File: src/rtl/pss_pkg.sv
package pss_pkg;
	// Internal oscillator clock rate.
	localparam int unsigned CLK_HZ = 40_000_000;
	// Soft-start length in microseconds and fault timer in milliseconds.
	localparam int unsigned SOFT_START_US = 14_000;
	localparam int unsigned FAULT_TIME_MS = 200;
	// Cycles for the whole ramp; rounded down so the ramp is never longer than nominal.
	localparam int unsigned SOFT_START_CYC = (CLK_HZ / 1_000_000) * SOFT_START_US;
	localparam int unsigned STEPS = 128;
	localparam int unsigned STEP_CYC = SOFT_START_CYC / STEPS;
	localparam int unsigned FAULT_CYC = (CLK_HZ / 1_000) * FAULT_TIME_MS;
	// Soft-start code widths and end points.
	localparam int unsigned CODE_W = 7;
	localparam logic [6:0] CODE_ZERO = 7'h00;
	localparam logic [6:0] CODE_FULL = 7'h7F;
	// Gate-low floor code for 250mV on a 1.25V full scale: 127 * 0.25 / 1.25.
	localparam logic [6:0] CODE_LOW_FLOOR = 7'h19;
	localparam int unsigned DIV_W = 14;
	localparam int unsigned FT_W = 24;
	localparam logic [6:0] STEP_LAST = 7'h7F;
	// Sequencer states.
	typedef enum logic [2:0] {
		PSS_IDLE = 3'b000,
		PSS_RAMP = 3'b001,
		PSS_WAIT_REG = 3'b010,
		PSS_DELAY = 3'b011,
		PSS_RUN = 3'b100,
		PSS_FAULT = 3'b101
	} pss_state_e;
endpackage

File: src/rtl/pss_sync2.sv
`timescale 1ns/1ps
`default_nettype none
// Two-stage synchroniser for a bundle of comparator levels.
module pss_sync2 #(
	parameter int unsigned W = 8
) (
	input wire logic clk_i,
	input wire logic nrst_i,
	input wire logic en_i,
	input wire logic [W-1:0] d_i,
	output logic [W-1:0] q_o
);
	logic [W-1:0] meta_r;
	logic [W-1:0] q_r;

	// The first stage feeds only the second stage.
	always_ff @(posedge clk_i or negedge nrst_i) begin
		if (!nrst_i) begin
			meta_r <= '0;
			q_r <= '0;
		end else if (en_i) begin
			meta_r <= d_i;
			q_r <= meta_r;
		end
	end
	assign q_o = q_r;
endmodule // pss_sync2
`default_nettype wire

File: src/rtl/pss_sequencer.sv
`timescale 1ns/1ps
`default_nettype none
// What this block does
// (RL1) Reference above 1.0V enables step-up and both gate regulators together.
// (RL2) Step-up and gate-high codes ramp 0 to full in 128 steps.
// (RL3) Gate-low code ramps down from full to 250mV code in 128 steps.
// (RL4) Ramps take 14ms; delay node held to ground during ramps.
// (RL5) Each gate regulator enable restarts its ramp from the start code.
// (RL6) All three in regulation releases delay node and starts charge current.
// (RL7) Delay node above 1.25V enables switch block and amplifiers.
// (RL8) Before startup and under lockout the delay node stays grounded.
// (RL9) Steering ignored unless lockout clear, ramps done, no fault, delay reached.
// (RL10) Steering high closes high-side switch; low closes low-side switch.
// (RL11) In steady state any low regulator output runs the fault timer.
// (RL12) Faults lasting 200ms latch fault and disable all but the reference.
// (RL13) Only a supply power cycle through lockout clears the fault latch.
// (RL14) Fault timing is inhibited while any ramp runs.
// (RL15) Over-temperature latches the fault at once and disables all outputs.
// (RL16) Start above lockout; under lockout everything off, amplifiers tri-stated.
// (RL17) Comparators pass two flip-flops; ramp step rate from the clock.
module pss_sequencer
	import pss_pkg::*;
#(
	parameter int unsigned STEP_CYCLES = STEP_CYC,
	parameter int unsigned FAULT_CYCLES = FAULT_CYC
) (
	input wire logic clk_i,
	input wire logic nrst_i,
	input wire logic ce_i,
	input wire logic ref_ready_i,
	input wire logic stepup_ok_i,
	input wire logic gate_high_ok_i,
	input wire logic gate_low_ok_i,
	input wire logic delay_reached_i,
	input wire logic over_temp_i,
	input wire logic switch_steer_i,
	output logic stepup_en_o,
	output logic gate_high_en_o,
	output logic gate_low_en_o,
	output logic [6:0] stepup_code_o,
	output logic [6:0] gate_high_code_o,
	output logic [6:0] gate_low_code_o,
	output logic delay_cap_node_short_o,
	output logic delay_charge_en_o,
	output logic switch_block_en_o,
	output logic amp_en_o,
	output logic amp_hiz_o,
	output logic high_side_switch_o,
	output logic low_side_switch_o,
	output logic fault_latched_o
);
	// Reset is the supply lockout: its release is startup, its assertion is a power cycle.
	typedef struct packed {
		pss_state_e st;
		logic [6:0] up_code;
		logic [6:0] dn_code;
		logic [6:0] step_n;
		logic [DIV_W-1:0] div;
		logic [FT_W-1:0] ftim;
		logic fault;
		logic hs;
		logic ls;
	} pss_state_s;

	pss_state_s s_r;
	pss_state_s s_nxt;
	logic [5:0] syn;
	logic ref_ok;
	logic all_ok;
	logic any_low;
	logic del_ok;
	logic hot;
	logic steer;
	logic steer_ok;

	// Comparator levels are asynchronous to the oscillator.
	pss_sync2 #(.W(6)) u_sync (
		.clk_i(clk_i),
		.nrst_i(nrst_i),
		.en_i(ce_i),
		.d_i({ref_ready_i, stepup_ok_i, gate_high_ok_i, gate_low_ok_i,
			delay_reached_i, over_temp_i}),
		.q_o(syn)
	); // see (RL17)

	assign ref_ok = syn[5];
	assign all_ok = syn[4] & syn[3] & syn[2];
	assign any_low = ~all_ok;
	assign del_ok = syn[1];
	assign hot = syn[0];
	assign steer = switch_steer_i;

	// Returns true when the step divider has reached its terminal count.
	function automatic logic div_done(input logic [DIV_W-1:0] d);
		return d == DIV_W'(STEP_CYCLES - 1);
	endfunction

	// Next-state logic for the whole sequencer.
	always_comb begin
		s_nxt = s_r;
		unique case (s_r.st)
			PSS_IDLE: begin
				// A fresh enable always starts from the initial codes.
				s_nxt.up_code = CODE_ZERO; // see (RL5)
				s_nxt.dn_code = CODE_FULL; // see (RL5)
				s_nxt.step_n = 7'h00;
				s_nxt.div = '0;
				if (ref_ok) begin
					s_nxt.st = PSS_RAMP; // see (RL1)
				end
			end
			PSS_RAMP: begin
				// One code step each STEP_CYCLES clocks, 128 steps in all.
				if (div_done(s_r.div)) begin
					s_nxt.div = '0; // see (RL17)
					s_nxt.up_code = s_r.up_code + 7'h01; // see (RL2)
					// Floor reached after 128 steps; interpolated linearly.
					s_nxt.dn_code = 7'(CODE_FULL - 7'((14'(s_r.step_n + 7'h01)
						* 14'(CODE_FULL - CODE_LOW_FLOOR)) >> 7)); // see (RL3)
					s_nxt.step_n = s_r.step_n + 7'h01;
					if (s_r.step_n == STEP_LAST) begin
						s_nxt.up_code = CODE_FULL;
						s_nxt.dn_code = CODE_LOW_FLOOR;
						s_nxt.st = PSS_WAIT_REG; // see (RL4)
					end
				end else begin
					s_nxt.div = s_r.div + DIV_W'(1);
				end
			end
			PSS_WAIT_REG: begin
				if (all_ok) begin
					s_nxt.st = PSS_DELAY; // see (RL6)
				end
			end
			PSS_DELAY: begin
				if (del_ok) begin
					s_nxt.st = PSS_RUN; // see (RL7)
				end
			end
			PSS_RUN: begin
			end
			PSS_FAULT: begin
			end
			default: begin
				s_nxt.st = PSS_FAULT;
			end
		endcase

		// Fault timer runs only once ramps are complete; it restarts when faults clear.
		if (s_r.st == PSS_WAIT_REG || s_r.st == PSS_DELAY || s_r.st == PSS_RUN) begin
			if (any_low) begin
				s_nxt.ftim = s_r.ftim + FT_W'(1); // see (RL11)
			end else begin
				s_nxt.ftim = '0;
			end
		end else begin
			s_nxt.ftim = '0; // see (RL14)
		end
		if ((s_r.st == PSS_WAIT_REG || s_r.st == PSS_DELAY || s_r.st == PSS_RUN)
			&& any_low && s_r.ftim == FT_W'(FAULT_CYCLES - 1)) begin
			s_nxt.fault = 1'b1; // see (RL12)
		end
		if (hot) begin
			s_nxt.fault = 1'b1; // see (RL15)
		end
		// Latch is sticky; only the lockout reset clears it.
		if (s_nxt.fault) begin
			s_nxt.st = PSS_FAULT; // see (RL13)
		end

		// Steering sampled only with all enabling conditions met.
		if (steer_ok) begin
			s_nxt.hs = steer; // see (RL10)
			s_nxt.ls = ~steer; // see (RL10)
		end else begin
			s_nxt.hs = 1'b0;
			s_nxt.ls = 1'b0;
		end
		if (s_nxt.st != PSS_RUN) begin
			s_nxt.hs = 1'b0;
			s_nxt.ls = 1'b0;
		end
	end

	// Steering also waits on the delay level itself, so a sagging delay node opens the switches.
	assign steer_ok = (s_r.st == PSS_RUN) && !s_r.fault && del_ok; // see (RL9)

	// State register; clock enable freezes everything.
	always_ff @(posedge clk_i or negedge nrst_i) begin
		if (!nrst_i) begin
			s_r <= '{st: PSS_IDLE, up_code: CODE_ZERO, dn_code: CODE_FULL,
				step_n: 7'h00, div: '0, ftim: '0, fault: 1'b0, hs: 1'b0, ls: 1'b0};
		end else if (ce_i) begin
			s_r <= s_nxt;
		end
	end

	// Outputs decoded from the registered state.
	assign stepup_en_o = s_r.st inside {PSS_RAMP, PSS_WAIT_REG, PSS_DELAY, PSS_RUN}; // see (RL16)
	assign gate_high_en_o = stepup_en_o; // see (RL1)
	assign gate_low_en_o = stepup_en_o;
	assign stepup_code_o = s_r.up_code;
	assign gate_high_code_o = s_r.up_code;
	assign gate_low_code_o = s_r.dn_code;
	// Node is grounded in every state before the regulators are confirmed.
	assign delay_cap_node_short_o = !(s_r.st inside {PSS_DELAY, PSS_RUN}); // see (RL8)
	assign delay_charge_en_o = s_r.st inside {PSS_DELAY, PSS_RUN}; // see (RL6)
	assign switch_block_en_o = s_r.st == PSS_RUN; // see (RL7)
	assign amp_en_o = s_r.st == PSS_RUN;
	assign amp_hiz_o = s_r.st != PSS_RUN; // see (RL16)
	assign high_side_switch_o = s_r.hs;
	assign low_side_switch_o = s_r.ls;
	assign fault_latched_o = s_r.fault;

	// Enable never lasts past a fault.
	chk_fault_kills_en: assert property (@(posedge clk_i) disable iff (!nrst_i) // see (RL12)
		fault_latched_o |-> !stepup_en_o && !switch_block_en_o && amp_hiz_o)
		else $error("outputs on with fault latched");
	// Only the lockout reset drops the latch; eight cycles stand in for ever.
	chk_fault_sticky: assert property (@(posedge clk_i) disable iff (!nrst_i) // see (RL13)
		$rose(fault_latched_o) |=> fault_latched_o [*8])
		else $error("fault latch cleared without reset");
	// The latch rises only from heat or from a full fault interval.
	chk_fault_cause: assert property (@(posedge clk_i) disable iff (!nrst_i) // see (RL12)
		$rose(fault_latched_o) |->
		$past(hot) || $past(s_r.ftim) == FT_W'(FAULT_CYCLES - 1))
		else $error("fault latched without cause");
	// Ramps must keep the delay node grounded.
	chk_ramp_short: assert property (@(posedge clk_i) disable iff (!nrst_i) // see (RL4)
		s_r.st == PSS_RAMP |-> delay_cap_node_short_o)
		else $error("delay node released during ramp");
	// A new enable shows the initial codes.
	chk_ramp_start: assert property (@(posedge clk_i) disable iff (!nrst_i) // see (RL5)
		$rose(stepup_en_o) |-> stepup_code_o == CODE_ZERO && gate_low_code_o == CODE_FULL)
		else $error("ramp did not restart");
	// Idle always holds the initial codes ready for the next enable.
	chk_idle_codes: assert property (@(posedge clk_i) disable iff (!nrst_i) // see (RL5)
		s_r.st == PSS_IDLE |-> stepup_code_o == CODE_ZERO && gate_low_code_o == CODE_FULL)
		else $error("idle codes wrong");
	// The last step lands exactly on the end codes.
	chk_ramp_end: assert property (@(posedge clk_i) disable iff (!nrst_i) // see (RL3)
		$past(s_r.st) == PSS_RAMP && s_r.st == PSS_WAIT_REG |->
		stepup_code_o == CODE_FULL && gate_low_code_o == CODE_LOW_FLOOR)
		else $error("ramp end codes wrong");
	// Gate-low code only falls during the ramp.
	chk_low_down: assert property (@(posedge clk_i) disable iff (!nrst_i) // see (RL3)
		ce_i && s_r.st == PSS_RAMP |=> gate_low_code_o <= $past(gate_low_code_o))
		else $error("gate-low code rose during ramp");
	// The floor code is the lowest the gate-low code ever shows.
	chk_low_floor: assert property (@(posedge clk_i) disable iff (!nrst_i) // see (RL3)
		gate_low_code_o >= CODE_LOW_FLOOR)
		else $error("gate-low code under its floor");
	// Up codes climb by one step at a time.
	chk_up_step: assert property (@(posedge clk_i) disable iff (!nrst_i) // see (RL2)
		ce_i && s_r.st == PSS_RAMP && s_nxt.st == PSS_RAMP |=>
		stepup_code_o == $past(stepup_code_o)
		|| stepup_code_o == $past(stepup_code_o) + 7'h01)
		else $error("up code skipped a step");
	// Steps fall only on the divider's terminal count, which sets the ramp length.
	chk_step_rate: assert property (@(posedge clk_i) disable iff (!nrst_i) // see (RL4)
		ce_i && s_r.st == PSS_RAMP && !div_done(s_r.div) |=> $stable(stepup_code_o))
		else $error("ramp stepped off the divider");
	// Heat latches the fault on the next enabled edge.
	chk_hot_latch: assert property (@(posedge clk_i) disable iff (!nrst_i) // see (RL15)
		ce_i && syn[0] |=> fault_latched_o)
		else $error("over-temperature did not latch");
	// Switches stay open unless every steering condition held.
	chk_steer_gate: assert property (@(posedge clk_i) disable iff (!nrst_i) // see (RL9)
		(high_side_switch_o || low_side_switch_o) |-> switch_block_en_o && $past(del_ok))
		else $error("steering active too early");
	// With steering live the pair follows the input, one closed and one open.
	chk_steer_excl: assert property (@(posedge clk_i) disable iff (!nrst_i) // see (RL10)
		ce_i && s_r.st == PSS_RUN && s_nxt.st == PSS_RUN && del_ok |=>
		high_side_switch_o == $past(switch_steer_i) && low_side_switch_o == !high_side_switch_o)
		else $error("switch pair wrong");
	// Both switches closed at once would short the two switch inputs together.
	chk_switch_break: assert property (@(posedge clk_i) disable iff (!nrst_i) // see (RL10)
		!(high_side_switch_o && low_side_switch_o))
		else $error("both switches closed");
	// The timer stays clear during ramps.
	chk_no_timer_ramp: assert property (@(posedge clk_i) disable iff (!nrst_i) // see (RL14)
		s_r.st == PSS_RAMP |-> s_r.ftim == '0)
		else $error("fault timer ran during ramp");
	// Healthy outputs keep the timer at zero, so only a continuous fault can latch.
	chk_timer_clear: assert property (@(posedge clk_i) disable iff (!nrst_i) // see (RL11)
		ce_i && !any_low |=> s_r.ftim == '0)
		else $error("fault timer kept counting");
	// All three regulators share one enable.
	chk_all_enable: assert property (@(posedge clk_i) disable iff (!nrst_i) // see (RL1)
		stepup_en_o == gate_high_en_o && gate_high_en_o == gate_low_en_o)
		else $error("regulator enables split");
	// The synchronised reference moves idle straight to the ramp.
	chk_ref_enables: assert property (@(posedge clk_i) disable iff (!nrst_i) // see (RL1)
		ce_i && s_r.st == PSS_IDLE && ref_ok && !hot |=> stepup_en_o && gate_low_en_o)
		else $error("reference did not enable regulators");
	// Charging starts only after all three report regulation.
	chk_release_ok: assert property (@(posedge clk_i) disable iff (!nrst_i) // see (RL6)
		$rose(delay_charge_en_o) |-> $past(all_ok))
		else $error("delay node released before regulation");
	// A released node always goes with charging and no fault.
	chk_node_release: assert property (@(posedge clk_i) disable iff (!nrst_i) // see (RL8)
		!delay_cap_node_short_o |-> delay_charge_en_o && !fault_latched_o)
		else $error("delay node released out of sequence");
	// Amplifiers turn on only after the delay level was seen.
	chk_amp_on_del: assert property (@(posedge clk_i) disable iff (!nrst_i) // see (RL7)
		$rose(amp_en_o) |-> $past(del_ok))
		else $error("amplifiers on before delay level");
	// A low enable freezes every register, synchroniser included.
	chk_ce_freeze: assert property (@(posedge clk_i) disable iff (!nrst_i) // see (RL17)
		!ce_i |=> $stable(s_r) && $stable(syn))
		else $error("state moved with clock enable low");
endmodule // pss_sequencer
`default_nettype wire

File: config.mk
export PLATFORM = sky130hd
export DESIGN_NAME = pss_sequencer
export DESIGN_NICKNAME = d
export VERILOG_FILES = /design/src/rtl/pss_pkg.sv /design/src/rtl/pss_sync2.sv /design/src/rtl/pss_sequencer.sv
export SDC_FILE = /design/constraint.sdc
export NUM_CORES = 1
export LEC_CHECK = 0
export BUFFER_PORTS_ARGS = -buffer_cell sky130_fd_sc_hd__buf_2
export CORE_MARGIN = 5
export CORE_UTILIZATION = 25
export CTS_BUF_LIST = sky130_fd_sc_hd__clkbuf_4
export DETAILED_ROUTE_END_ITERATION = 8
export HOLD_SLACK_MARGIN = 0.02
export PLACE_DENSITY = 0.48
export SETUP_SLACK_MARGIN = 0.1
export SLEW_MARGIN = 20
export SYNTH_ARGS = -nofsm -noshare
export SYNTH_HDL_FRONTEND = slang
export SYNTH_SLANG_ARGS = --single-unit
File: constraint.sdc
create_clock -name clk_i -period 3.72 [get_ports clk_i]
set_clock_uncertainty 0.05 [all_clocks]
set_input_delay 0.93 -clock clk_i [delete_from_list [all_inputs] [get_ports clk_i]]
set_output_delay 0.93 -clock clk_i [all_outputs]
set_load 0.01 [all_outputs]
* After elaboration in Yosys (flattened, before gate mapping) *
Cells that the tools add are included.

operators by class
  add/subtract/negate cells = 6
  multipliers = 1
  eq/ne operators = 11
  multiplexer cells = 15
  bitwise operators = 4
  reductions and logical operators = 15

operator list
  operator               number
  $mux 24                3
  $pmux 35 s2            1
  $add 24x1->24 const B  1
  $eq 24x23->1 const B   1
  $mux 17                1
  $pmux 3 s5             1
  $add 14x1->14 const B  1
  $add 7x1->7 const B    2
  $eq 14x13->1 const B   1
  $mux 14                1
  $mul 8x6->13 const B   1
  $mux 3                 4
  $add 7x1->8 const B    1
  $eq 7x7->1 const B     1
  $sub 7x7->7 const A    1
  $eq 3x2->1 const B     2
  $eq 3x3->1 const B     2
  $ne 3x3->1 const B     2
  $logic_and 1x1->1      4
  $mux 2                 2
  $reduce_bool 2->1      2
  $reduce_bool 4->1      1
  $eq 3x1->1 const B     1
  $logic_not 3->1        1
  9 further kinds        14

word-level totals
  flip-flop bits (word level) = 77
  input port bits = 10
  output and inout port bits = 32

* Longest topological paths before layout *
Gate-level depths: netlist of run 1.

  depth in word-level cells = 10
  depth in mapped cells = 17

* Hierarchy *
A second synthesis of run 1 with hierarchy kept.

second synthesis, totals
  cells, all modules = 527
  area, all modules = 4,934.7 um^2

modules (own cells, without submodules)
  module         times used  cells an instance  area each (um^2)
  pss_sequencer  1           502                4,450.5
  pss_sync2      1           25                 484.2

* Least setup slack after synthesis of run 1 *
Ideal clock, no wire load.

  path kind = flip-flop to flip-flop
  from = register s_r[41] in the netlist's numbering
  to = register s_r (netlist bit gate_low_code_o[4])
  library setup time = 83 ps
  arrival time = 3,957 ps
  required time = 3,587 ps
  slack = -370 ps
  cell stages (with the launch flop) = 18
  buffers on the path = 0
  clock period less this slack = 4,090 ps
  cell sequence = dfrtp_1 ha_1 and4_1 nand2_1 xor2_1 inv_1 ha_1 inv_1 fa_1 fa_1 inv_1 ha_1 and3_1 a21oi_1 a31oi_1 or2_2 xor2_1 a41oi_1

on the way
  cells in the longest elaborated chain, start to end = 6

ends and longest elaborated chain
  item                      line                  RTL
  start: declaration        pss_sequencer.sv:65   pss_state_s s_r;
  start signal: assignment  pss_sequencer.sv:191  s_r <= '{st: PSS_IDLE, up_code: CODE_ZERO, dn_code: CODE_FULL,
  start signal: assignment  pss_sequencer.sv:194  s_r <= s_nxt;
  $add 7x1->8               pss_sequencer.sv:118  s_nxt.dn_code = 7'(CODE_FULL - 7'((14'(s_r.step_n + 7'h01)
  $mul 8x6->13              pss_sequencer.sv:119  * 14'(CODE_FULL - CODE_LOW_FLOOR)) >> 7));
  $sub 7x7->7               pss_sequencer.sv:118
  $mux 17 *                 pss_sequencer.sv:121  if (s_r.step_n == STEP_LAST) begin
  $mux 24 *                 pss_sequencer.sv:114  if (div_done(s_r.div)) begin
  $pmux 35 s2 *             pss_sequencer.sv:101  unique case (s_r.st)

Every way passes the cells marked *; elsewhere a longest branch is shown, timed or not. The select of a mux whose other input is x is not followed.
A chain may end at the register's enable or synchronous reset.

* Worst setup path after layout of run 1 *
  from = register s_r[42] in the netlist's numbering
  to = register s_r (netlist bit gate_low_code_o[2])

Same word-level chain as after synthesis.

==> impl_metrics.json, run 1 <==
{
  "rrSetupSlack_ps": -30,
  "drtIter0Drc": 180,
  "synth.distinct_cells": 60,
  "portBuffers": 41,
  "syn_inst": 522,
  "cts.sinks": 77,
  "synth_seq_cells": 77,
  "final_area_sq_um": 5790,
  "nets": 622,
  "dpl.hpwl_microns": 8070,
  "fin_total_pwr_mw": 1.61,
  "grt_use_total": 0.106,
  "internal_power_mw": 1.17,
  "num_rows": 51,
  "worstPathRequired_ps": 4080,
  "gp_congestion": 0.774,
  "post_dp_cell_area_sq_um": 5450,
  "initial_core_util": 0.253,
  "cts-htree-levels": 3,
  "final_cell_mix": "dfrtp_1, nor2_1, nand2_1, buf_4, buf_2",
  "seq_area_frac_synth": 0.396,
  "grt_pass1_vias": 3814,
  "die_area_sq_um": 22400,
  "crit_type": "reg -> reg",
  "grt_pass1_wl_microns": 19000,
  "power.density_nw_per_um2": 277,
  "layout_setup_ws_ps": -29.9,
  "drtAntennaViolNets": 0,
  "areaGrowthSynthToFinish_pct": 18.6,
  "rsz0062_at_grt": "yes",
  "clk_path_buf_depth": 2,
  "grt_max_degree": 72,
  "whs_ps": 460,
  "status": "finished with violations",
  "fillers": 2046,
  "leakage_nw": 2.64,
  "crit_fanout": 3,
  "hold_depth": 2,
  "wl_per_cell_microns": 13.5,
  "syn_area_sq_um": 4890,
  "grt_remaining_overflow": 0,
  "yosys_warnings": 0,
  "drive_gt1_frac": 0.285,
  "power_frac_comb": 0.088,
  "core_sq_um": 19300,
  "cts_tree": "built",
  "die_w_microns": 150,
  "max-vdd-ir-drop_v": 0.000160,
  "critPathCaptureType": "flip-flop",
  "period_share": 1.01,
  "slew_viol_final": 0,
  "die_h_microns": 150,
  "reg2reg_depth": 16,
  "setup_viol": 2,
  "hold_viol": 0,
  "grt_antenna_before_repair": 1,
  "worstSetupStartpointType": "flip-flop",
  "synth_flop_cell": "dfrtp_1",
  "p_clk_frac": 0.334,
  "wl_microns": 11400,
  "max-slew-margin-rel": 0.380,
  "clk_pin_slew_ps": 130,
  "swShare": 0.270,
  "drcViolationCount": 0,
  "p_switching_uw": 433,
  "vias": 3821,
  "cts-root-buf": "clkbuf_4",
  "viasPerCell": 4.52,
  "worst_pin_slew_ps": 930,
  "critical_path.cell_chain": "ha_4 > and4_4 > nand2_2 > xor2_2 > inv_2 > ha_4 > inv_2 > fa_2 > fa_1 > inv_2 > ha_4 > a21boi_4 > o21a_1 > or3_1 > a21oi_2 > o22a_1",
  "clk-insertion-delay-late_ps": 470,
  "first_pass_iters": 4,
  "post-route-min-period_ps": 3750,
  "hold_path.class": "reg -> reg",
  "maxCapViolCount": 0,
  "io_pins": 42,
  "slowest_stage": "fa_2",
  "p_seq_frac": 0.578,
  "arrival_ps": 4110,
  "violations": "setup timing",
  "final_common_cell": "dfrtp_1",
  "critical_path.max_stage_delay_ps": 520,
  "max_freq_mhz": 267,
  "hold_buffers": 0,
  "cts_buffers": 9,
  "async_flop_share": 1.00,
  "synth_fp_nets": 570,
  "syn_area_per_cell_sq_um": 9.36,
  "synth-edff-count": 0
}
## worst paths after layout
check | start | endpoint
worst max-delay path | s_r[42] | gate_low_code_o[2]
worst min-delay path | gate_low_code_o[0] | gate_low_code_o[0]
worst max register to register | s_r[42] | gate_low_code_o[2]
worst min register to register | gate_low_code_o[0] | gate_low_code_o[0]
max in group asynchronous | nrst_i | gate_low_code_o[3]
min in group asynchronous | nrst_i | s_r[46]
## critical path, delay by kind of cell, from the launching register on
kind	cells	cell delay, ps
flip-flops	1	440
adder cells (fa/ha/maj)	5	1600
buffers and inverters	3	180
AND/OR/NAND/NOR	3	620
AO/OA/AOI/OAI	4	620
XOR/XNOR	1	180
## cell families (layout without fill, tap and decap cells)
group / after synthesis / after routing / share of synthesized area
flops: 77 / 77 / 0.396
other cells: 0 / 1 / 0
mux: 15 / 15 / 0.0338
xor+xnor: 36 / 36 / 0.0645
buf+inv: 80 / 137 / 0.0866
fa+ha+maj: 38 / 38 / 0.107
compound gates: 89 / 89 / 0.111
simple gates: 187 / 187 / 0.202
## per-layer routing
layer  vias up  global-route usage  share of wire  wire length [microns]
met3        10              0.0285          0.039                    447
met1      1872               0.136           0.46                   5280
met2        57               0.175           0.49                   5570
li1       1882                   -              -                      -
met4         0              0.0302          0.013                    154
met5         -                   0              0                      0
## power by group through the flow
stage / clock network (mW) / logic [mW] / registers, mW
6_report: 0.536 / 0.142 / 0.929
5_1_grt: 0.592 / 0.161 / 0.937
3_5_place_dp: 0 / 0.146 / 0.946
4_1_cts: 0.563 / 0.147 / 0.930
3_3_place_gp: 0 / 0.145 / 0.943
2_1_floorplan: 0 / 0.111 / 0.940
## synth_stat cells, types with 4 or more instances
cell type / number / area [sq um]
a21oi_1: 17 / 85.1
nor2_1: 44 / 165
nand2b_1: 5 / 31.3
ha_1: 32 / 400
buf_2: 8 / 40.0
dfrtp_1: 70 / 1750
inv_1: 39 / 146
o31ai_1: 5 / 37.5
fa_1: 6 / 120
mux2_2: 12 / 135
buf_4: 28 / 210
nand2_1: 44 / 165
and3_1: 16 / 100
o22ai_1: 4 / 25.0
xor2_1: 24 / 210
o21ai_0: 36 / 180
xnor2_1: 12 / 105
nor3_1: 6 / 30.0
o21ai_1: 7 / 35.0
nand4_1: 14 / 87.6
dfstp_2: 7 / 184
or3_1: 6 / 37.5
nand3_1: 24 / 120
## flip-flops by register name (all words and copies together) (netlist names)
register            count
fault_latched_o         1
u_sync.q_o              6
gate_high_code_o        7
s_r                    48
high_side_switch_o      1
u_sync.meta_r           6
low_side_switch_o       1
gate_low_code_o         7
## stage by stage
stage	cells	util	setup slack [ps]	TNS, ps
floorplan	522	-	-19.4	-31.8
global placement	819	0.282	-14.6	-17.6
detailed placement	819	0.282	-63.2	-140
CTS	840	0.294	-50.6	-54.6
global route	845	0.300	-179	-647
finish	845	0.300	-29.9	-31.8
## layout make-up
class / instances / area (sq um) / share of cell area
multi-input cells: 365 / 2730 / 0.471
clock inverters: 6 / 62.6 / 0.0108
inverters: 40 / 150 / 0.0259
flip-flops and latches: 77 / 1940 / 0.334
repair buffers: 81 / 508 / 0.0877
clock buffers: 10 / 75.1 / 0.0130
diodes: 1 / 2.50 / 0.000432
well taps: 265 / 332 / 0.0572
## what timing repair did
action,CTS,global route
setup endpoints to repair,6,7
setup buffers,5,4
pin swaps,13,13
gates resized for setup,10,17
Power figures use the tool's default switching activity.
==> inputs of run 2 (changes only) <==
Settings changed: PLACE_DENSITY 0.48 to 0.47.
Clock period 3.72 ns to 3.6 ns, I/O delays scaled along.
==> impl_metrics.json, run 2 (synthesis results as in run 1) <==
{
  "status": "finished with violations",
  "violations": "setup timing",
  "critPathCaptureType": "flip-flop",
  "drtAntennaViolNets": 0,
  "cts_tree": "built",
  "cts-root-buf": "clkbuf_4",
  "first_pass_iters": 5,
  "cp-startpoint": "s_r[42]",
  "worstPathRequired_ps": 3950,
  "fillers": 2026,
  "leakage_nw": 2.65,
  "r2r_start": "s_r[42]",
  "grt_pass1_wl_microns": 19100,
  "fin_total_pwr_mw": 1.66,
  "max-slew-margin-rel": 0.472,
  "core_sq_um": 19300,
  "largest_reg_flops": 48,
  "slew_viol_final": 0,
  "worst_pin_slew_ps": 792,
  "hold_viol": 0,
  "gp_congestion": 0.794,
  "io_pins": 42,
  "clk-insertion-delay-late_ps": 460,
  "arrival_ps": 4090,
  "cts.sinks": 77,
  "grt_use_total": 0.106,
  "grt_antenna_before_repair": 2,
  "drcViolationCount": 0,
  "reg2reg_depth": 16,
  "cts-htree-levels": 3,
  "initial_core_util": 0.253,
  "multi_input_area_sq_um": 2760,
  "dpl.hpwl_microns": 8120,
  "top_register": "s_r",
  "layout_setup_ws_ps": -146,
  "die_area_sq_um": 22400,
  "seqCellArea_sq_um": 1940,
  "drive_gt1_frac": 0.294,
  "portBuffers": 41,
  "worstSetupStartpointType": "flip-flop",
  "clk_path_buf_depth": 2,
  "clk_pin_slew_ps": 130,
  "cts_buffers": 9,
  "final_cell_mix": "dfrtp_1, nor2_1, nand2_1, buf_4, buf_2",
  "wl_per_cell_microns": 13.1,
  "utilization": 0.302,
  "rrSetupSlack_ps": -150,
  "vias": 3731,
  "post-route-min-period_ps": 3750,
  "period_share": 1.04,
  "grt_pass1_vias": 3781,
  "nets": 623,
  "maxCapViolCount": 0,
  "rsz0062_at_grt": "yes",
  "grt_max_degree": 61,
  "max_freq_mhz": 267,
  "viasPerCell": 4.41,
  "critical_path.endpoint": "gate_low_code_o[2]",
  "drtIter0Drc": 178,
  "wl_microns": 11100,
  "worstReg2RegEnd": "gate_low_code_o[2]",
  "final_common_cell": "dfrtp_1",
  "grt_remaining_overflow": 0,
  "hold_path.class": "in -> async",
  "areaGrowthSynthToFinish_pct": 19.7,
  "power.density_nw_per_um2": 284,
  "setup_viol": 4,
  "hold_buffers": 0,
  "die_h_microns": 150,
  "die_w_microns": 150,
  "crit_fanout": 3,
  "crit_type": "reg -> reg",
  "num_rows": 51,
  "max-vdd-ir-drop_v": 0.000192
}
-- run 2: cell types whose count changed in the layout (fill, tap and decap cells not counted), sizes merged --
cell / previous run / this run
clkinv: 3 / 1
buf: 81 / 82
clkbuf: 10 / 9
clkinvlp: 1 / 2
diode: 1 / 2
inv: 41 / 42
-- run 2: worst min-delay path by stage --
stage	cells past startpoint	slack, ps	startpoint	end
floorplan	1	410	s_r[39]	s_r[39]
global placement	1	440	u_sync.meta_r[0]	u_sync.meta_r[0]
detailed placement	1	440	u_sync.meta_r[2]	u_sync.meta_r[2]
CTS	1	470	nrst_i	s_r[20]
global route	1	490	nrst_i	gate_high_code_o[1]
finish	1	460	nrst_i	gate_high_code_o[3]
-- run 2: layout make-up --
type	count	share of cell area
Inverter	40	0.0257
Multi-Input combinational cell	365	0.473
Clock inverter	6	0.0122
Clock buffer	9	0.0116
Tap cell	265	0.0567
Sequential cell	77	0.331
Antenna cell	2	0.000856
Timing Repair Buffer	82	0.0888
-- run 2: timing repair --
action	CTS	global route
pin swaps	11	11
resized for setup	10	24
buffers inserted	6	3
setup endpoints to repair	7	7
-- run 2: worst max-delay path: stages, from the launching register on --
cell,delay (ps)
dfrtp_2,460
ha_4,170
and4_4,190
nand2_4,70
xor2_2,180
inv_2,70
ha_4,280
inv_2,30
fa_2,520
fa_1,430
inv_2,80
ha_4,190
a21boi_4,130
o21a_1,220
or3_1,330
a21oi_2,130
o22a_1,140
-- run 2: through the flow --
stage	setup TNS [ps]	cells	area (sq um)	hold WS, ps	worst slack (ps)
finish	-344	846	5850	455	-146
global route	-1340	846	5850	488	-355
CTS	-655	841	5690	465	-194
detailed placement	-795	820	5460	443	-254
global placement	-438	820	5460	437	-150
floorplan	-388	522	4950	408	-139
-- run 2: layer usage --
metal	share of wire	up-vias	GRT usage
met5	0	-	0
met4	0.0087	0	0.0274
met3	0.041	6	0.0276
met2	0.47	67	0.169
met1	0.48	1781	0.143
li1	-	1877	-
-- run 2: where the power goes --
| part | switching [mW] | internal, mW |
|---|---|---|
| Clock | 0.338 | 0.213 |
| Sequential | 0.0316 | 0.928 |
| Combinational | 0.0820 | 0.0670 |
| Total | 0.452 | 1.21 |
==> inputs of run 3 (changes only) <==
Settings changed: PLACE_DENSITY 0.47 to not set, PLACE_DENSITY_LB_ADDON set to 0.12.
==> impl_metrics.json, run 3 (synthesis results as in run 1) <==
{
  "grt_pass1_vias": 3844,
  "hold_path.class": "in -> async",
  "grt_pass1_wl_microns": 19900,
  "drtIter0Drc": 257,
  "io_pins": 42,
  "crit_type": "reg -> reg",
  "pre_cts_slack_ps": -229,
  "cts_tree": "built",
  "vias": 3811,
  "largest_reg_flops": 48,
  "portBuffers": 41,
  "max_freq_mhz": 268,
  "worstSetupStartpointType": "flip-flop",
  "die_h_microns": 150,
  "slew_viol_final": 0,
  "crit_fanout": 3,
  "initial_core_util": 0.253,
  "post-route-min-period_ps": 3730,
  "hold_buffers": 0,
  "clk_path_buf_depth": 2,
  "grt_use_total": 0.111,
  "max-slew-margin-rel": 0.529,
  "worst_pin_slew_ps": 706,
  "cts_buffers": 9,
  "num_rows": 51,
  "leakage_nw": 2.66,
  "setup_viol": 4,
  "violations": "setup timing",
  "drive_gt1_frac": 0.297,
  "period_share": 1.04,
  "cts-root-buf": "clkbuf_4",
  "critPathCaptureType": "flip-flop",
  "drcViolationCount": 0,
  "core_sq_um": 19300,
  "fillers": 2050,
  "final_cell_mix": "dfrtp_1, nor2_1, nand2_1, buf_2, buf_4",
  "cts.sinks": 77,
  "viasPerCell": 4.50,
  "die_w_microns": 150,
  "top_register": "s_r",
  "layout_setup_ws_ps": -130,
  "grt_max_degree": 50,
  "wl_per_cell_microns": 14.0,
  "hold_viol": 0,
  "arrival_ps": 4080,
  "final_common_cell": "dfrtp_1",
  "power.density_nw_per_um2": 281,
  "clk_pin_slew_ps": 160,
  "drtAntennaViolNets": 0,
  "areaGrowthSynthToFinish_pct": 20.7,
  "wl_microns": 11800,
  "utilization": 0.305,
  "nets": 623,
  "rsz0062_at_grt": "yes",
  "setup_tns_ps": -198,
  "die_area_sq_um": 22400,
  "gp_congestion": 0.762,
  "first_pass_iters": 4,
  "maxCapViolCount": 0,
  "status": "finished with violations",
  "max-vdd-ir-drop_v": 0.000154,
  "cts-htree-levels": 3,
  "dpl.hpwl_microns": 8310,
  "grt_antenna_before_repair": 1,
  "clk-insertion-delay-late_ps": 480,
  "grt_remaining_overflow": 0,
  "worstPathRequired_ps": 3950
}
## run 3: final timing paths
path                                    start            endpoint  slack (ps)  cells past startpoint
max                                   s_r[42]  gate_low_code_o[2]        -130                     16
min                                    nrst_i             s_r[47]         390                      1
max reg2reg                           s_r[42]  gate_low_code_o[2]        -130                     16
min reg2reg                gate_low_code_o[3]  gate_low_code_o[3]         460                      2
max in group asynchronous              nrst_i              s_r[5]        2380                      2
min in group clk_i         gate_low_code_o[3]  gate_low_code_o[3]         460                      2
## run 3: through the flow
stage	total power [mW]	cell area [sq um]	hold slack (ps)	instances
after floorplan	1.09	4950	408	522
after global placement	1.13	5500	439	825
after detailed placement	1.13	5500	445	825
after CTS	1.70	5780	384	844
after global routing	1.75	5900	415	847
final	1.66	5900	387	847
## run 3: worst max-delay path, stage by stage (launching register included)
cell and delay (ps):
dfrtp_1 450, ha_4 170, and4_4 250, nand2_4 70, xor2_4 150, inv_2 70, ha_4 270, inv_2 30
fa_2 520, fa_1 420, inv_2 80, ha_4 200, a21boi_4 130, o21a_1 220, or3_1 320, a21oi_2 130
o22a_1 150
## run 3: layer usage
metal  share of wire  up-vias  global-route usage
met5               0        -                   0
met4           0.016        0              0.0444
met3           0.027       13              0.0197
met2            0.46       58               0.176
met1            0.50     1858               0.151
li1                -     1882                   -
## run 3: report_power, final
part           switching [mW]  internal, mW  leakage [nW]  total, mW
logic                  0.0839        0.0679          1.59      0.152
registers              0.0316         0.929          1.01      0.960
clock network           0.386         0.160        0.0714      0.546
## run 3: final cells by class
class	count	area, sq um	area share
multi-input cells	365	2820	0.478
clock buffers	9	67.6	0.0115
repair buffers	82	523	0.0887
inverters	40	150	0.0255
clock inverters	7	65.1	0.0110
well taps	265	332	0.0562
diodes	2	5.00	0.000849
flip-flops and latches	77	1940	0.329
## run 3: what timing repair did
item / CTS / global route
setup endpoints to repair: 7 / 7
setup buffers: 3 / 2
resized for setup: 20 / 18
pin swaps: 12 / 22
